--- src/bst_regs.svh ---
`ifndef BST_REGS_SVH
`define BST_REGS_SVH

`define BST_IR_W         8
`define BST_IR_CAPTURE   8'h01
`define BST_INS_EXTEST   8'h00
`define BST_INS_IDCODE   8'h01
`define BST_INS_SAMPLE   8'h02
`define BST_INS_CLAMP    8'h03
`define BST_INS_HIGHZ    8'h04
`define BST_INS_BYPASS   8'hFF
`define BST_ID_W         32
// arbitrary neutral value, bit 0 marks a present identification register
`define BST_IDCODE_VAL   32'h1000_0001
`define BST_BSR_LEN      113

`endif

--- src/bst_pkg.sv ---
`default_nettype none

package bst_pkg;

    typedef enum logic [3:0]
    {
        ST_RESET,
        ST_IDLE,
        ST_SEL_DR,
        ST_CAP_DR,
        ST_SH_DR,
        ST_EX1_DR,
        ST_PAU_DR,
        ST_EX2_DR,
        ST_UPD_DR,
        ST_SEL_IR,
        ST_CAP_IR,
        ST_SH_IR,
        ST_EX1_IR,
        ST_PAU_IR,
        ST_EX2_IR,
        ST_UPD_IR
    } bst_state_t;

    typedef enum logic [1:0]
    {
        SEL_BYPASS,
        SEL_BSR,
        SEL_ID
    } bst_dr_sel_t;

endpackage

`default_nettype wire

--- src/bst_tap.sv ---
`include "bst_regs.svh"
`default_nettype none

module bst_tap
#(
    parameter int BSR_LEN = `BST_BSR_LEN
)
(
    input  wire logic               ref_clk_i,
    input  wire logic               rst_i,
    input  wire logic               tck_i,
    input  wire logic               tms_i,
    input  wire logic               tdi_i,
    input  wire logic [BSR_LEN-1:0] bsr_pin_i,
    output var  logic               tdo_o,
    output var  logic               tdo_oe_o,
    output var  logic [BSR_LEN-1:0] bsr_out_o,
    output var  logic               bsr_drive_o,
    output var  logic               outputs_highz_o,
    output var  logic               test_reset_o
);

    generate
        if (BSR_LEN < 2)
        begin : g_bad_len
            $error("bst_tap: BSR_LEN must be at least 2");
        end
    endgenerate

    logic                  tck_s1_ff;
    logic                  tck_s2_ff;
    logic                  tck_d_ff;
    logic                  tms_s1_ff;
    logic                  tms_s2_ff;
    logic                  tdi_s1_ff;
    logic                  tdi_s2_ff;
    logic [BSR_LEN-1:0]    pin_s1_ff;
    logic [BSR_LEN-1:0]    pin_s2_ff;

    bst_pkg::bst_state_t   state_ff;
    bst_pkg::bst_state_t   nxt_state;
    logic [`BST_IR_W-1:0]  ir_ff;
    logic [`BST_IR_W-1:0]  ir_sh_ff;
    logic [BSR_LEN-1:0]    bsr_sh_ff;
    logic [`BST_ID_W-1:0]  id_sh_ff;
    logic                  byp_ff;
    logic                  tck_rise;
    logic                  tck_fall;
    bst_pkg::bst_dr_sel_t  dr_sel;
    logic                  scan_bit;

    // next state from the sampled TMS level
    function automatic bst_pkg::bst_state_t tap_next(
        input bst_pkg::bst_state_t st,
        input logic                tms
    );
        bst_pkg::bst_state_t nx;
        nx = bst_pkg::ST_RESET;
        case (st)
            bst_pkg::ST_RESET:
                nx = tms ? bst_pkg::ST_RESET : bst_pkg::ST_IDLE;
            bst_pkg::ST_IDLE:
                nx = tms ? bst_pkg::ST_SEL_DR : bst_pkg::ST_IDLE;
            bst_pkg::ST_SEL_DR:
                nx = tms ? bst_pkg::ST_SEL_IR : bst_pkg::ST_CAP_DR;
            bst_pkg::ST_CAP_DR:
                nx = tms ? bst_pkg::ST_EX1_DR : bst_pkg::ST_SH_DR;
            bst_pkg::ST_SH_DR:
                nx = tms ? bst_pkg::ST_EX1_DR : bst_pkg::ST_SH_DR;
            bst_pkg::ST_EX1_DR:
                nx = tms ? bst_pkg::ST_UPD_DR : bst_pkg::ST_PAU_DR;
            bst_pkg::ST_PAU_DR:
                nx = tms ? bst_pkg::ST_EX2_DR : bst_pkg::ST_PAU_DR;
            bst_pkg::ST_EX2_DR:
                nx = tms ? bst_pkg::ST_UPD_DR : bst_pkg::ST_SH_DR;
            bst_pkg::ST_UPD_DR:
                nx = tms ? bst_pkg::ST_SEL_DR : bst_pkg::ST_IDLE;
            bst_pkg::ST_SEL_IR:
                nx = tms ? bst_pkg::ST_RESET : bst_pkg::ST_CAP_IR;
            bst_pkg::ST_CAP_IR:
                nx = tms ? bst_pkg::ST_EX1_IR : bst_pkg::ST_SH_IR;
            bst_pkg::ST_SH_IR:
                nx = tms ? bst_pkg::ST_EX1_IR : bst_pkg::ST_SH_IR;
            bst_pkg::ST_EX1_IR:
                nx = tms ? bst_pkg::ST_UPD_IR : bst_pkg::ST_PAU_IR;
            bst_pkg::ST_PAU_IR:
                nx = tms ? bst_pkg::ST_EX2_IR : bst_pkg::ST_PAU_IR;
            bst_pkg::ST_EX2_IR:
                nx = tms ? bst_pkg::ST_UPD_IR : bst_pkg::ST_SH_IR;
            bst_pkg::ST_UPD_IR:
                nx = tms ? bst_pkg::ST_SEL_DR : bst_pkg::ST_IDLE;
            default:
                nx = bst_pkg::ST_RESET;
        endcase
        return nx;
    endfunction

    // data register chosen by the held instruction
    function automatic bst_pkg::bst_dr_sel_t dr_pick(
        input logic [`BST_IR_W-1:0] ins
    );
        bst_pkg::bst_dr_sel_t s;
        s = bst_pkg::SEL_BYPASS;
        if (ins == `BST_INS_EXTEST || ins == `BST_INS_SAMPLE)
        begin
            s = bst_pkg::SEL_BSR;
        end
        else if (ins == `BST_INS_IDCODE)
        begin
            s = bst_pkg::SEL_ID;
        end
        else
        begin
            s = bst_pkg::SEL_BYPASS;
        end
        return s;
    endfunction

    // all pins come from outside this clock's domain
    // reset values of one make an idle port look pulled high
    always_ff @(posedge ref_clk_i)
    begin
        if (rst_i)
        begin
            tck_s1_ff <= 1'b0;
            tck_s2_ff <= 1'b0;
            tck_d_ff  <= 1'b0;
            tms_s1_ff <= 1'b1;
            tms_s2_ff <= 1'b1;
            tdi_s1_ff <= 1'b1;
            tdi_s2_ff <= 1'b1;
        end
        else
        begin
            tck_s1_ff <= tck_i;
            tck_s2_ff <= tck_s1_ff;
            tck_d_ff  <= tck_s2_ff;
            tms_s1_ff <= tms_i;
            tms_s2_ff <= tms_s1_ff;
            tdi_s1_ff <= tdi_i;
            tdi_s2_ff <= tdi_s1_ff;
        end
    end

    // pin levels may move at any time; capture may see either value
    always_ff @(posedge ref_clk_i)
    begin
        if (rst_i)
        begin
            pin_s1_ff <= '0;
            pin_s2_ff <= '0;
        end
        else
        begin
            pin_s1_ff <= bsr_pin_i;
            pin_s2_ff <= pin_s1_ff;
        end
    end

    assign tck_rise = tck_s2_ff & ~tck_d_ff;
    assign tck_fall = ~tck_s2_ff & tck_d_ff;
    assign nxt_state = tap_next(state_ff, tms_s2_ff);
    assign dr_sel = dr_pick(ir_ff);

    // a held-low test clock never advances this
    always_ff @(posedge ref_clk_i)
    begin
        if (rst_i)
        begin
            state_ff <= bst_pkg::ST_RESET;
        end
        else if (tck_rise)
        begin
            state_ff <= nxt_state;
        end
    end

    // instruction shift path
    always_ff @(posedge ref_clk_i)
    begin
        if (rst_i)
        begin
            ir_sh_ff <= `BST_IR_CAPTURE;
        end
        else if (tck_rise)
        begin
            if (state_ff == bst_pkg::ST_CAP_IR)
            begin
                ir_sh_ff <= `BST_IR_CAPTURE;
            end
            else if (state_ff == bst_pkg::ST_SH_IR)
            begin
                ir_sh_ff <= {tdi_s2_ff, ir_sh_ff[`BST_IR_W-1:1]};
            end
        end
    end

    // held instruction; changes on the falling edge inside update-IR, and is forced to IDCODE while in the reset state
    always_ff @(posedge ref_clk_i)
    begin
        if (rst_i)
        begin
            ir_ff <= `BST_INS_IDCODE;
        end
        else if (state_ff == bst_pkg::ST_RESET)
        begin
            ir_ff <= `BST_INS_IDCODE;
        end
        else if (tck_fall && state_ff == bst_pkg::ST_UPD_IR)
        begin
            ir_ff <= ir_sh_ff;
        end
    end

    // boundary shift cells; select-DR and pause leave them alone
    always_ff @(posedge ref_clk_i)
    begin
        if (rst_i)
        begin
            bsr_sh_ff <= '0;
        end
        else if (tck_rise && dr_sel == bst_pkg::SEL_BSR)
        begin
            if (state_ff == bst_pkg::ST_CAP_DR)
            begin
                bsr_sh_ff <= pin_s2_ff;
            end
            else if (state_ff == bst_pkg::ST_SH_DR)
            begin
                bsr_sh_ff <= {tdi_s2_ff, bsr_sh_ff[BSR_LEN-1:1]};
            end
        end
    end

    // identification shift cells
    always_ff @(posedge ref_clk_i)
    begin
        if (rst_i)
        begin
            id_sh_ff <= `BST_IDCODE_VAL;
        end
        else if (tck_rise && dr_sel == bst_pkg::SEL_ID)
        begin
            if (state_ff == bst_pkg::ST_CAP_DR)
            begin
                id_sh_ff <= `BST_IDCODE_VAL;
            end
            else if (state_ff == bst_pkg::ST_SH_DR)
            begin
                id_sh_ff <= {tdi_s2_ff, id_sh_ff[`BST_ID_W-1:1]};
            end
        end
    end

    // bypass cell captures zero, then gives one bit of delay
    always_ff @(posedge ref_clk_i)
    begin
        if (rst_i)
        begin
            byp_ff <= 1'b0;
        end
        else if (tck_rise && dr_sel == bst_pkg::SEL_BYPASS)
        begin
            if (state_ff == bst_pkg::ST_CAP_DR)
            begin
                byp_ff <= 1'b0;
            end
            else if (state_ff == bst_pkg::ST_SH_DR)
            begin
                byp_ff <= tdi_s2_ff;
            end
        end
    end

    // parallel output latch, written only in update-DR
    always_ff @(posedge ref_clk_i)
    begin
        if (rst_i)
        begin
            bsr_out_o <= '0;
        end
        else if (tck_fall && state_ff == bst_pkg::ST_UPD_DR && dr_sel == bst_pkg::SEL_BSR)
        begin
            bsr_out_o <= bsr_sh_ff;
        end
    end

    // output steering from the held instruction; quiet in reset state
    always_ff @(posedge ref_clk_i)
    begin
        if (rst_i)
        begin
            bsr_drive_o     <= 1'b0;
            outputs_highz_o <= 1'b0;
            test_reset_o    <= 1'b1;
        end
        else
        begin
            bsr_drive_o     <= (ir_ff == `BST_INS_EXTEST || ir_ff == `BST_INS_CLAMP)
                               && state_ff != bst_pkg::ST_RESET;
            outputs_highz_o <= (ir_ff == `BST_INS_HIGHZ) && state_ff != bst_pkg::ST_RESET;
            test_reset_o    <= (state_ff == bst_pkg::ST_RESET);
        end
    end

    // serial bit at the low end of whichever register is in the path
    always_comb
    begin
        scan_bit = byp_ff;
        if (state_ff == bst_pkg::ST_SH_IR)
        begin
            scan_bit = ir_sh_ff[0];
        end
        else if (dr_sel == bst_pkg::SEL_BSR)
        begin
            scan_bit = bsr_sh_ff[0];
        end
        else if (dr_sel == bst_pkg::SEL_ID)
        begin
            scan_bit = id_sh_ff[0];
        end
        else
        begin
            scan_bit = byp_ff;
        end
    end

    // launched on the falling edge so the tester can sample at the next rise
    always_ff @(posedge ref_clk_i)
    begin
        if (rst_i)
        begin
            tdo_o    <= 1'b0;
            tdo_oe_o <= 1'b0;
        end
        else if (tck_fall)
        begin
            tdo_o    <= scan_bit;
            tdo_oe_o <= (state_ff == bst_pkg::ST_SH_IR)
                        || (state_ff == bst_pkg::ST_SH_DR);
        end
    end

endmodule // bst_tap

`default_nettype wire

--- config.mk ---
export PLATFORM = sky130hd
export DESIGN_NAME = bst_tap
export DESIGN_NICKNAME = d
export VERILOG_FILES = /design/src/bst_pkg.sv /design/src/bst_tap.sv
export VERILOG_INCLUDE_DIRS = /design/src
export SDC_FILE = /design/constraint.sdc
export NUM_CORES = 1
export LEC_CHECK = 0
export ABC_AREA = 0
export BUFFER_PORTS_ARGS = -buffer_cell sky130_fd_sc_hd__buf_2
export CELL_PAD_IN_SITES_DETAIL_PLACEMENT = 0
export CELL_PAD_IN_SITES_GLOBAL_PLACEMENT = 1
export CORE_UTILIZATION = 45
export CTS_CLUSTER_SIZE = 20
export DETAILED_ROUTE_END_ITERATION = 6
export PLACE_DENSITY = 0.76
export SLEW_MARGIN = 5
export SYNTH_ARGS = -nofsm -noshare
export SYNTH_HDL_FRONTEND = slang
export SYNTH_SLANG_ARGS = --single-unit
export TNS_END_PERCENT = 50
--- constraint.sdc ---
create_clock -name ref_clk_i -period 6.6 [get_ports ref_clk_i]
set_input_delay 0.66 -clock ref_clk_i [delete_from_list [all_inputs] [get_ports ref_clk_i]]
set_output_delay 0.66 -clock ref_clk_i [all_outputs]
set_load 0.05 [all_outputs]
==> results.py, run 1 <==
metrics = {
    "outcome": {
        "status": "finished clean",
    },
    "grt": {
        "grt_pass1_vias": 12467,
        "grt_first_pass_wirelength_um": 64000,
        "grt_max_degree": 239,
        "overflow": 0,
        "grtUsageTotal": 0.180,
        "grt_antenna_before_repair": 1,
    },
    "synth": {
        "yosysWarnings": 0,
        "synth_largest_area_cell": "dfxtp_1",
        "synthTopCellsByArea": "dfxtp_1 54%, mux2i_1 12%, nand2b_1 8.5%",
        "synth_area_mm2": 0.0191,
        "syn_avg_cell_area_um2": 10.0,
        "ys_types": 45,
        "ys_async_sr_fraction": 0,
        "synth_common_cells": "517 x dfxtp_1, 260 x nand2b_1, 242 x nand2_1",
        "ys_seq_elements": 517,
        "syn_inst": 1905,
        "ys_dominant_reg_cell": "dfxtp_1",
        "ys_seq_area_frac": 0.541,
        "synth_edf_count": 0,
        "syn_nets": 2023,
        "yosysMostFrequentCell": "dfxtp_1",
        "synth_top_area_frac": 0.541,
    },
    "clock_network": {
        "numCtsBuffers": 53,
        "cts.clk_slew.worst_paths_ns": 0.06,
        "cts.sinks": 517,
        "cts_tree": "built",
        "clkLatencyLatePin_ns": 0.60,
        "postCtsSetupBuffers": 0,
        "cts_buffer_depth": 3,
        "cts_max_level": 2,
        "hold_buffers": 0,
        "ctsResizeCount": 0,
        "root_buffer": "clkbuf_16",
    },
    "timing": {
        "finalClockSkew_ns": 0.0183,
        "totalNegativeSetupSlack_ns": 0,
        "rsz0062_at_grt": "false",
        "setup_viol": 0,
        "tightestPinTransition_ns": 1.06,
        "slew_violations": 0,
        "hold_violations": 0,
        "fmax_mhz": 283,
        "period_share": 0.535,
        "min_period_ns": 3.53,
        "slew_headroom": 0.295,
    },
    "final_layout": {
        "nFillCells": 3835,
        "final_area_mm2": 0.0223,
        "nets": 2183,
        "areaGrowthSynthToFinish_pct": 16.6,
        "drive_gt1_frac": 0.160,
    },
    "critical_path": {
        "cp.required_ns": 7.09,
        "r2r_cells": 5,
        "worstReg2RegEnd": "id_sh_ff[27]",
        "r2r_start": "ir_ff[3]",
        "worst_ep_arrival_time_ns": 4.02,
        "crit_type": "register to register",
        "start_kind": "register",
        "end_kind": "register",
        "cp_max_fo": 26,
        "r2r_slack_ns": 3.07,
    },
    "routing": {
        "drt-pass1-iter-count": 5,
        "drtIter0Drc": 664,
        "drc": 0,
        "totalWireLength_um": 39200,
        "ant_nets": 0,
        "vias": 12705,
        "vias_per_cell": 4.81,
        "wire_per_inst_um": 14.8,
    },
    "place": {
        "postPlaceCellArea_mm2": 0.0205,
        "gp_congestion": 0.789,
        "port_buffers": 235,
        "dpl.hpwl_um": 23900,
    },
    "die": {
        "initial_core_util": 0.456,
        "rows": 75,
        "core_mm2": 0.0419,
        "die_area_mm2": 0.0433,
        "die_h_um": 208,
        "io_pins": 236,
        "die_w_um": 208,
    },
    "pwr": {
        "peakVddDrop_mv": 0.220,
        "p_per_area_mw_per_mm2": 288,
        "power_leakage_nw": 9.85,
    },
    "hold_path": {
        "worstHoldPathType": "primary input to register",
        "whs_endpoint": "tdi_s1_ff",
        "holdPathStages": 2,
        "hp-start": "tdi_i",
    },
    "flow_run": {
        "maxCapViolCount": 0,
    },
}
-- cells in the final DEF (no fill, tap or decap), drive strengths merged, types with 5 or more instances in the layout --
cell,n
a21o,116
a21oi,17
a22oi,6
a31oi,5
buf,245
bufinv,5
clkbuf,77
clkinv,10
dfxtp,517
inv,8
mux2i,231
nand2,242
nand2b,260
nand3,6
nor2,20
nor2b,233
nor3,7
o21ai,35
or2,5
or4,25
-- metal layers --
layer  routed length (um)  up-vias  share of wire  global-route usage
met4                  919        0          0.023              0.0572
met3                 1560       64          0.040              0.0379
met5                    0        -              0                   0
li1                     -     6550              -                   -
met1                19500     5899           0.50               0.251
met2                17200      192           0.44               0.279
-- layout make-up --
type / count / area, um^2 / share of cell area
antenna: 1 / 2.50 / 0.000112
clock buffer: 77 / 1530 / 0.0685
sequential: 517 / 10300 / 0.464
multi-input combinational: 1242 / 8190 / 0.367
timing repair buffer: 245 / 1290 / 0.0577
inverter: 6 / 22.5 / 0.00101
clock inverter: 17 / 236 / 0.0106
tap: 539 / 674 / 0.0303
-- worst max-delay path: stages, from the launching register on --
cell      delay [ns]
dfxtp_1         0.30
nor4_1          0.65
nand4b_1        0.81
nor2_1          0.95
buf_4           0.36
mux2_2          0.35
-- flip-flops by register name, summed over array words and instances (netlist names) --
name             count
tdi_s2_ff            1
tdo_o                1
ir_ff                8
pin_s1_ff          113
tck_d_ff             1
tms_s1_ff            1
tck_s1_ff            1
outputs_highz_o      1
byp_ff               1
bsr_out_o          113
tms_s2_ff            1
bsr_drive_o          1
tck_s2_ff            1
state_ff             4
id_sh_ff            32
tdi_s1_ff            1
bsr_sh_ff          113
tdo_oe_o             1
test_reset_o         1
pin_s2_ff          113
ir_sh_ff             8
-- cells by family (layout without fill, tap and decap cells) --
family                 Yosys count  in the layout  share of synthesized area
AO/OA/AOI/OAI                  191            191                     0.0681
XOR/XNOR                         3              3                    0.00137
buffers and inverters          146            345                     0.0326
flip-flops                     517            517                      0.541
multiplexers                   232            232                      0.122
other                            0              1                          0
AND/OR/NAND/NOR                816            816                      0.235
-- stage by stage --
step           setup slack (ns)  hold WS (ns)   util  power, mW  instances
5_1_grt                    2.78         0.229  0.531       6.66       2644
3_5_place_dp               3.13         0.396  0.489       3.46       2549
4_1_cts                    3.13         0.215  0.531       6.50       2643
3_3_place_gp               3.14         0.396  0.489       3.46       2549
2_1_floorplan              4.51         0.389      -       3.39       1905
6_report                   3.07         0.253  0.531       6.41       2644
-- where the power goes --
group / internal [mW] / switching, mW / leakage, nW
logic: 0.0913 / 0.0892 / 4.77
registers: 3.19 / 0.0192 / 4.21
clock network: 1.80 / 1.23 / 0.872
-- how the worst max path moves through the flow --
stage	startpoint	to	slack, ns	cells past startpoint
after floorplan	state_ff[2]	bsr_sh_ff[100]	4.51	7
after global placement	ir_ff[3]	id_sh_ff[27]	3.14	5
after detailed placement	state_ff[2]	bsr_sh_ff[26]	3.13	5
after CTS	state_ff[2]	bsr_sh_ff[26]	3.13	5
after global routing	ir_ff[3]	id_sh_ff[27]	2.78	5
final	ir_ff[3]	id_sh_ff[27]	3.07	5
(Power assumes the default switching activity.)
==> inputs of run 2 (changes only) <==
--- a/config.mk
+++ b/config.mk
@@ -6,14 +6,14 @@
 export SDC_FILE = /design/constraint.sdc
 export NUM_CORES = 1
 export LEC_CHECK = 0
-export ABC_AREA = 0
+export ABC_AREA = 1
 export BUFFER_PORTS_ARGS = -buffer_cell sky130_fd_sc_hd__buf_2
 export CELL_PAD_IN_SITES_DETAIL_PLACEMENT = 0
 export CELL_PAD_IN_SITES_GLOBAL_PLACEMENT = 1
-export CORE_UTILIZATION = 45
+export CORE_UTILIZATION = 38
 export CTS_CLUSTER_SIZE = 20
 export DETAILED_ROUTE_END_ITERATION = 6
-export PLACE_DENSITY = 0.76
+export PLACE_DENSITY = 0.73
 export SLEW_MARGIN = 5
 export SYNTH_ARGS = -nofsm -noshare
 export SYNTH_HDL_FRONTEND = slang
==> constraint.sdc (replaced) <==
create_clock -name ref_clk_i -period 2.9 [get_ports ref_clk_i]
set_input_delay 0.29 -clock ref_clk_i [delete_from_list [all_inputs] [get_ports ref_clk_i]]
set_output_delay 0.29 -clock ref_clk_i [all_outputs]
set_load 0.05 [all_outputs]
==> results.py, run 2 <==
metrics = {
    "die": {
        "die_area_mm2": 0.0489,
        "rows": 79,
        "die_w_um": 221,
        "core_mm2": 0.0470,
        "initial_core_util": 0.389,
        "io_pins": 236,
        "die_h_um": 221,
    },
    "clock_network": {
        "cts_max_level": 2,
        "numCtsBuffers": 55,
        "cts.sinks": 517,
        "clkLatencyLatePin_ns": 0.60,
        "ctsResizeCount": 0,
        "cts.clk_slew.worst_paths_ns": 0.06,
        "cts_buffer_depth": 3,
        "root_buffer": "clkbuf_16",
        "cts_tree": "built",
    },
    "grt": {
        "overflow": 0,
        "grt_max_degree": 154,
        "grt_pass1_vias": 14348,
        "grtUsageTotal": 0.180,
        "grt_first_pass_wirelength_um": 72600,
        "grt_antenna_before_repair": 0,
    },
    "routing": {
        "wire_per_inst_um": 13.2,
        "drtIter0Drc": 962,
        "drc": 0,
        "drt-pass1-iter-count": 5,
        "vias": 15135,
        "ant_nets": 0,
        "vias_per_cell": 4.48,
        "totalWireLength_um": 44600,
    },
    "critical_path": {
        "crit_start": "state_ff[2]",
        "r2r_slack_ns": 0.78,
        "r2r_cells": 10,
        "cp.required_ns": 3.38,
        "cp_cell_sequence": "inv_1, nor2_2, nand2_1, nand2_2, nand2_2, nor2_4, inv_4, buf_12, nor2_1, nor2_1",
        "end_kind": "register",
        "slowest_stage": "dfxtp_1",
        "worst_ep_arrival_time_ns": 2.61,
        "cp-endpoint": "bsr_sh_ff[71]",
        "crit_type": "register to register",
        "worstReg2RegEnd": "bsr_sh_ff[71]",
        "r2r_start": "state_ff[2]",
        "slowest_delay_ns": 0.48,
        "cp_num_cells": 10,
        "cp_top_family": "simple AND/OR/NAND/NOR gates",
        "path_buf_inv": 3,
        "start_kind": "register",
        "cp_max_fo": 59,
    },
    "timing": {
        "slew_violations": 0,
        "setup_viol": 0,
        "min_period_ns": 2.12,
        "rsz0062_at_grt": "false",
        "slew_headroom": 0.429,
        "period_share": 0.732,
        "finalClockSkew_ns": 0.0223,
        "hold_violations": 0,
        "tightestPinTransition_ns": 0.856,
        "fmax_mhz": 471,
        "totalNegativeSetupSlack_ns": 0,
    },
    "final_layout": {
        "diodes": 0,
        "areaGrowthSynthToFinish_pct": 24.9,
        "nets": 2842,
        "final_common_cell": "nor2_1",
        "drive_gt1_frac": 0.130,
        "mostFrequentLayoutCells": "736 x nor2_1, 517 x dfxtp_1, 397 x nand2_1",
        "layout.cells.non_filler": 3375,
        "fin_util": 0.486,
    },
    "pwr": {
        "switchingPower_mw": 3.16,
        "internal-power_mw": 11.9,
        "p_sw_frac": 0.210,
        "p_per_area_mw_per_mm2": 660,
        "total_power_mw": 15.0,
        "pwr-share-clk": 0.479,
        "peakVddDrop_mv": 0.409,
        "power_leakage_nw": 11.2,
        "seqPwrFrac": 0.485,
        "comb_power_share": 0.036,
    },
    "synth": {
        "synth_common_cells": "736 x nor2_1, 517 x dfxtp_1, 398 x nand2_1",
        "ys_types": 28,
        "ys_dominant_reg_cell": "dfxtp_1",
        "synth-simple-area-share": 0.244,
        "synth_mux_area_frac": 0,
        "ys_async_sr_fraction": 0,
        "synth_top_area_frac": 0.567,
        "synthXorXnorAreaFrac": 0,
        "synthTopCellsByArea": "dfxtp_1 57%, nor2_1 15%, nand2_1 8.2%",
        "yosysMostFrequentCell": "nor2_1",
        "syn_inst": 2435,
        "ys_seq_elements": 517,
        "synth_edf_count": 0,
        "yosysWarnings": 0,
        "synth_area_mm2": 0.0183,
        "ys_seq_area_frac": 0.567,
        "synth_adder_area_share": 0,
        "synth_compound_area_frac": 0.0907,
        "syn_nets": 2553,
        "syn_avg_cell_area_um2": 7.50,
        "synth_largest_area_cell": "dfxtp_1",
        "synth_top_family_by_area": "simple AND/OR/NAND/NOR gates",
    },
    "outcome": {
        "status": "finished clean",
    },
    "place": {
        "dpl.hpwl_um": 26100,
        "gp_congestion": 0.773,
        "port_buffers": 235,
        "dp_cells": 3154,
    },
    "hold_path": {
        "worstHoldPathType": "register to register",
        "holdPathStages": 2,
    },
    "flow_run": {
        "maxCapViolCount": 0,
    },
}
run 2: cells by family after synthesis:
| family | Yosys count |
|---|---|
| simple gates | 1164 |
| flops | 517 |
| buf+inv | 425 |
| compound gates | 329 |
run 2: per-stage QoR:
step	area (um^2)	worst slack, ns	hold WS, ns
2_1_floorplan	18300	1.29	0.388
3_3_place_gp	19700	0.855	0.391
3_5_place_dp	19700	0.774	0.392
4_1_cts	22800	0.773	0.389
5_1_grt	22800	0.592	0.411
6_report	22800	0.777	0.397
run 2: power groups by stage:
stage / logic [mW] / clock network, mW / registers (mW)
after global placement: 0.413 / 0 / 7.45
final: 0.534 / 7.20 / 7.30
after CTS: 0.542 / 7.40 / 7.30
after floorplan: 0.241 / 0 / 7.44
after detailed placement: 0.415 / 0 / 7.45
after global routing: 0.605 / 7.69 / 7.31
run 2: layout make-up:
type | count | area (um^2)
fill | 4708 | 24200
clock buffer | 79 | 1600
inverter | 286 | 1080
sequential | 517 | 10300
timing repair buffer | 371 | 2610
tap | 607 | 759
multi-input combinational | 1493 | 6120
clock inverter | 22 | 278
run 2: worst min-delay path by stage:
stage	startpoint	endpoint	slack [ns]
6_report	pin_s1_ff[105]	pin_s2_ff[105]	0.40
5_1_grt	pin_s1_ff[0]	pin_s2_ff[0]	0.41
3_3_place_gp	pin_s1_ff[77]	pin_s2_ff[77]	0.39
3_5_place_dp	tdi_s1_ff	tdi_s2_ff	0.39
4_1_cts	tdi_i	tdi_s1_ff	0.39
2_1_floorplan	pin_s1_ff[0]	pin_s2_ff[0]	0.39
run 2: what timing repair did:
item / 4_1_cts / 5_1_grt
buffers inserted: 0 / 0
endpoints found under the hold margin: 120 / 0
hold buffers: 120 / 0
run 2: metal layers:
metal,wire length [um],up-vias,share of wire,track usage
li1,-,7908,-,-
met1,21100,6875,0.47,0.233
met2,20500,266,0.46,0.298
met3,1760,86,0.039,0.0339
met4,1230,0,0.028,0.0602
met5,0,-,0,0
run 2: worst reg2reg max path, delay by kind of cell (launching register included):
family | cells | cell delay (ns)
buffers and inverters | 3 | 0.68
AND/OR/NAND/NOR | 7 | 0.89
flip-flops | 1 | 0.48
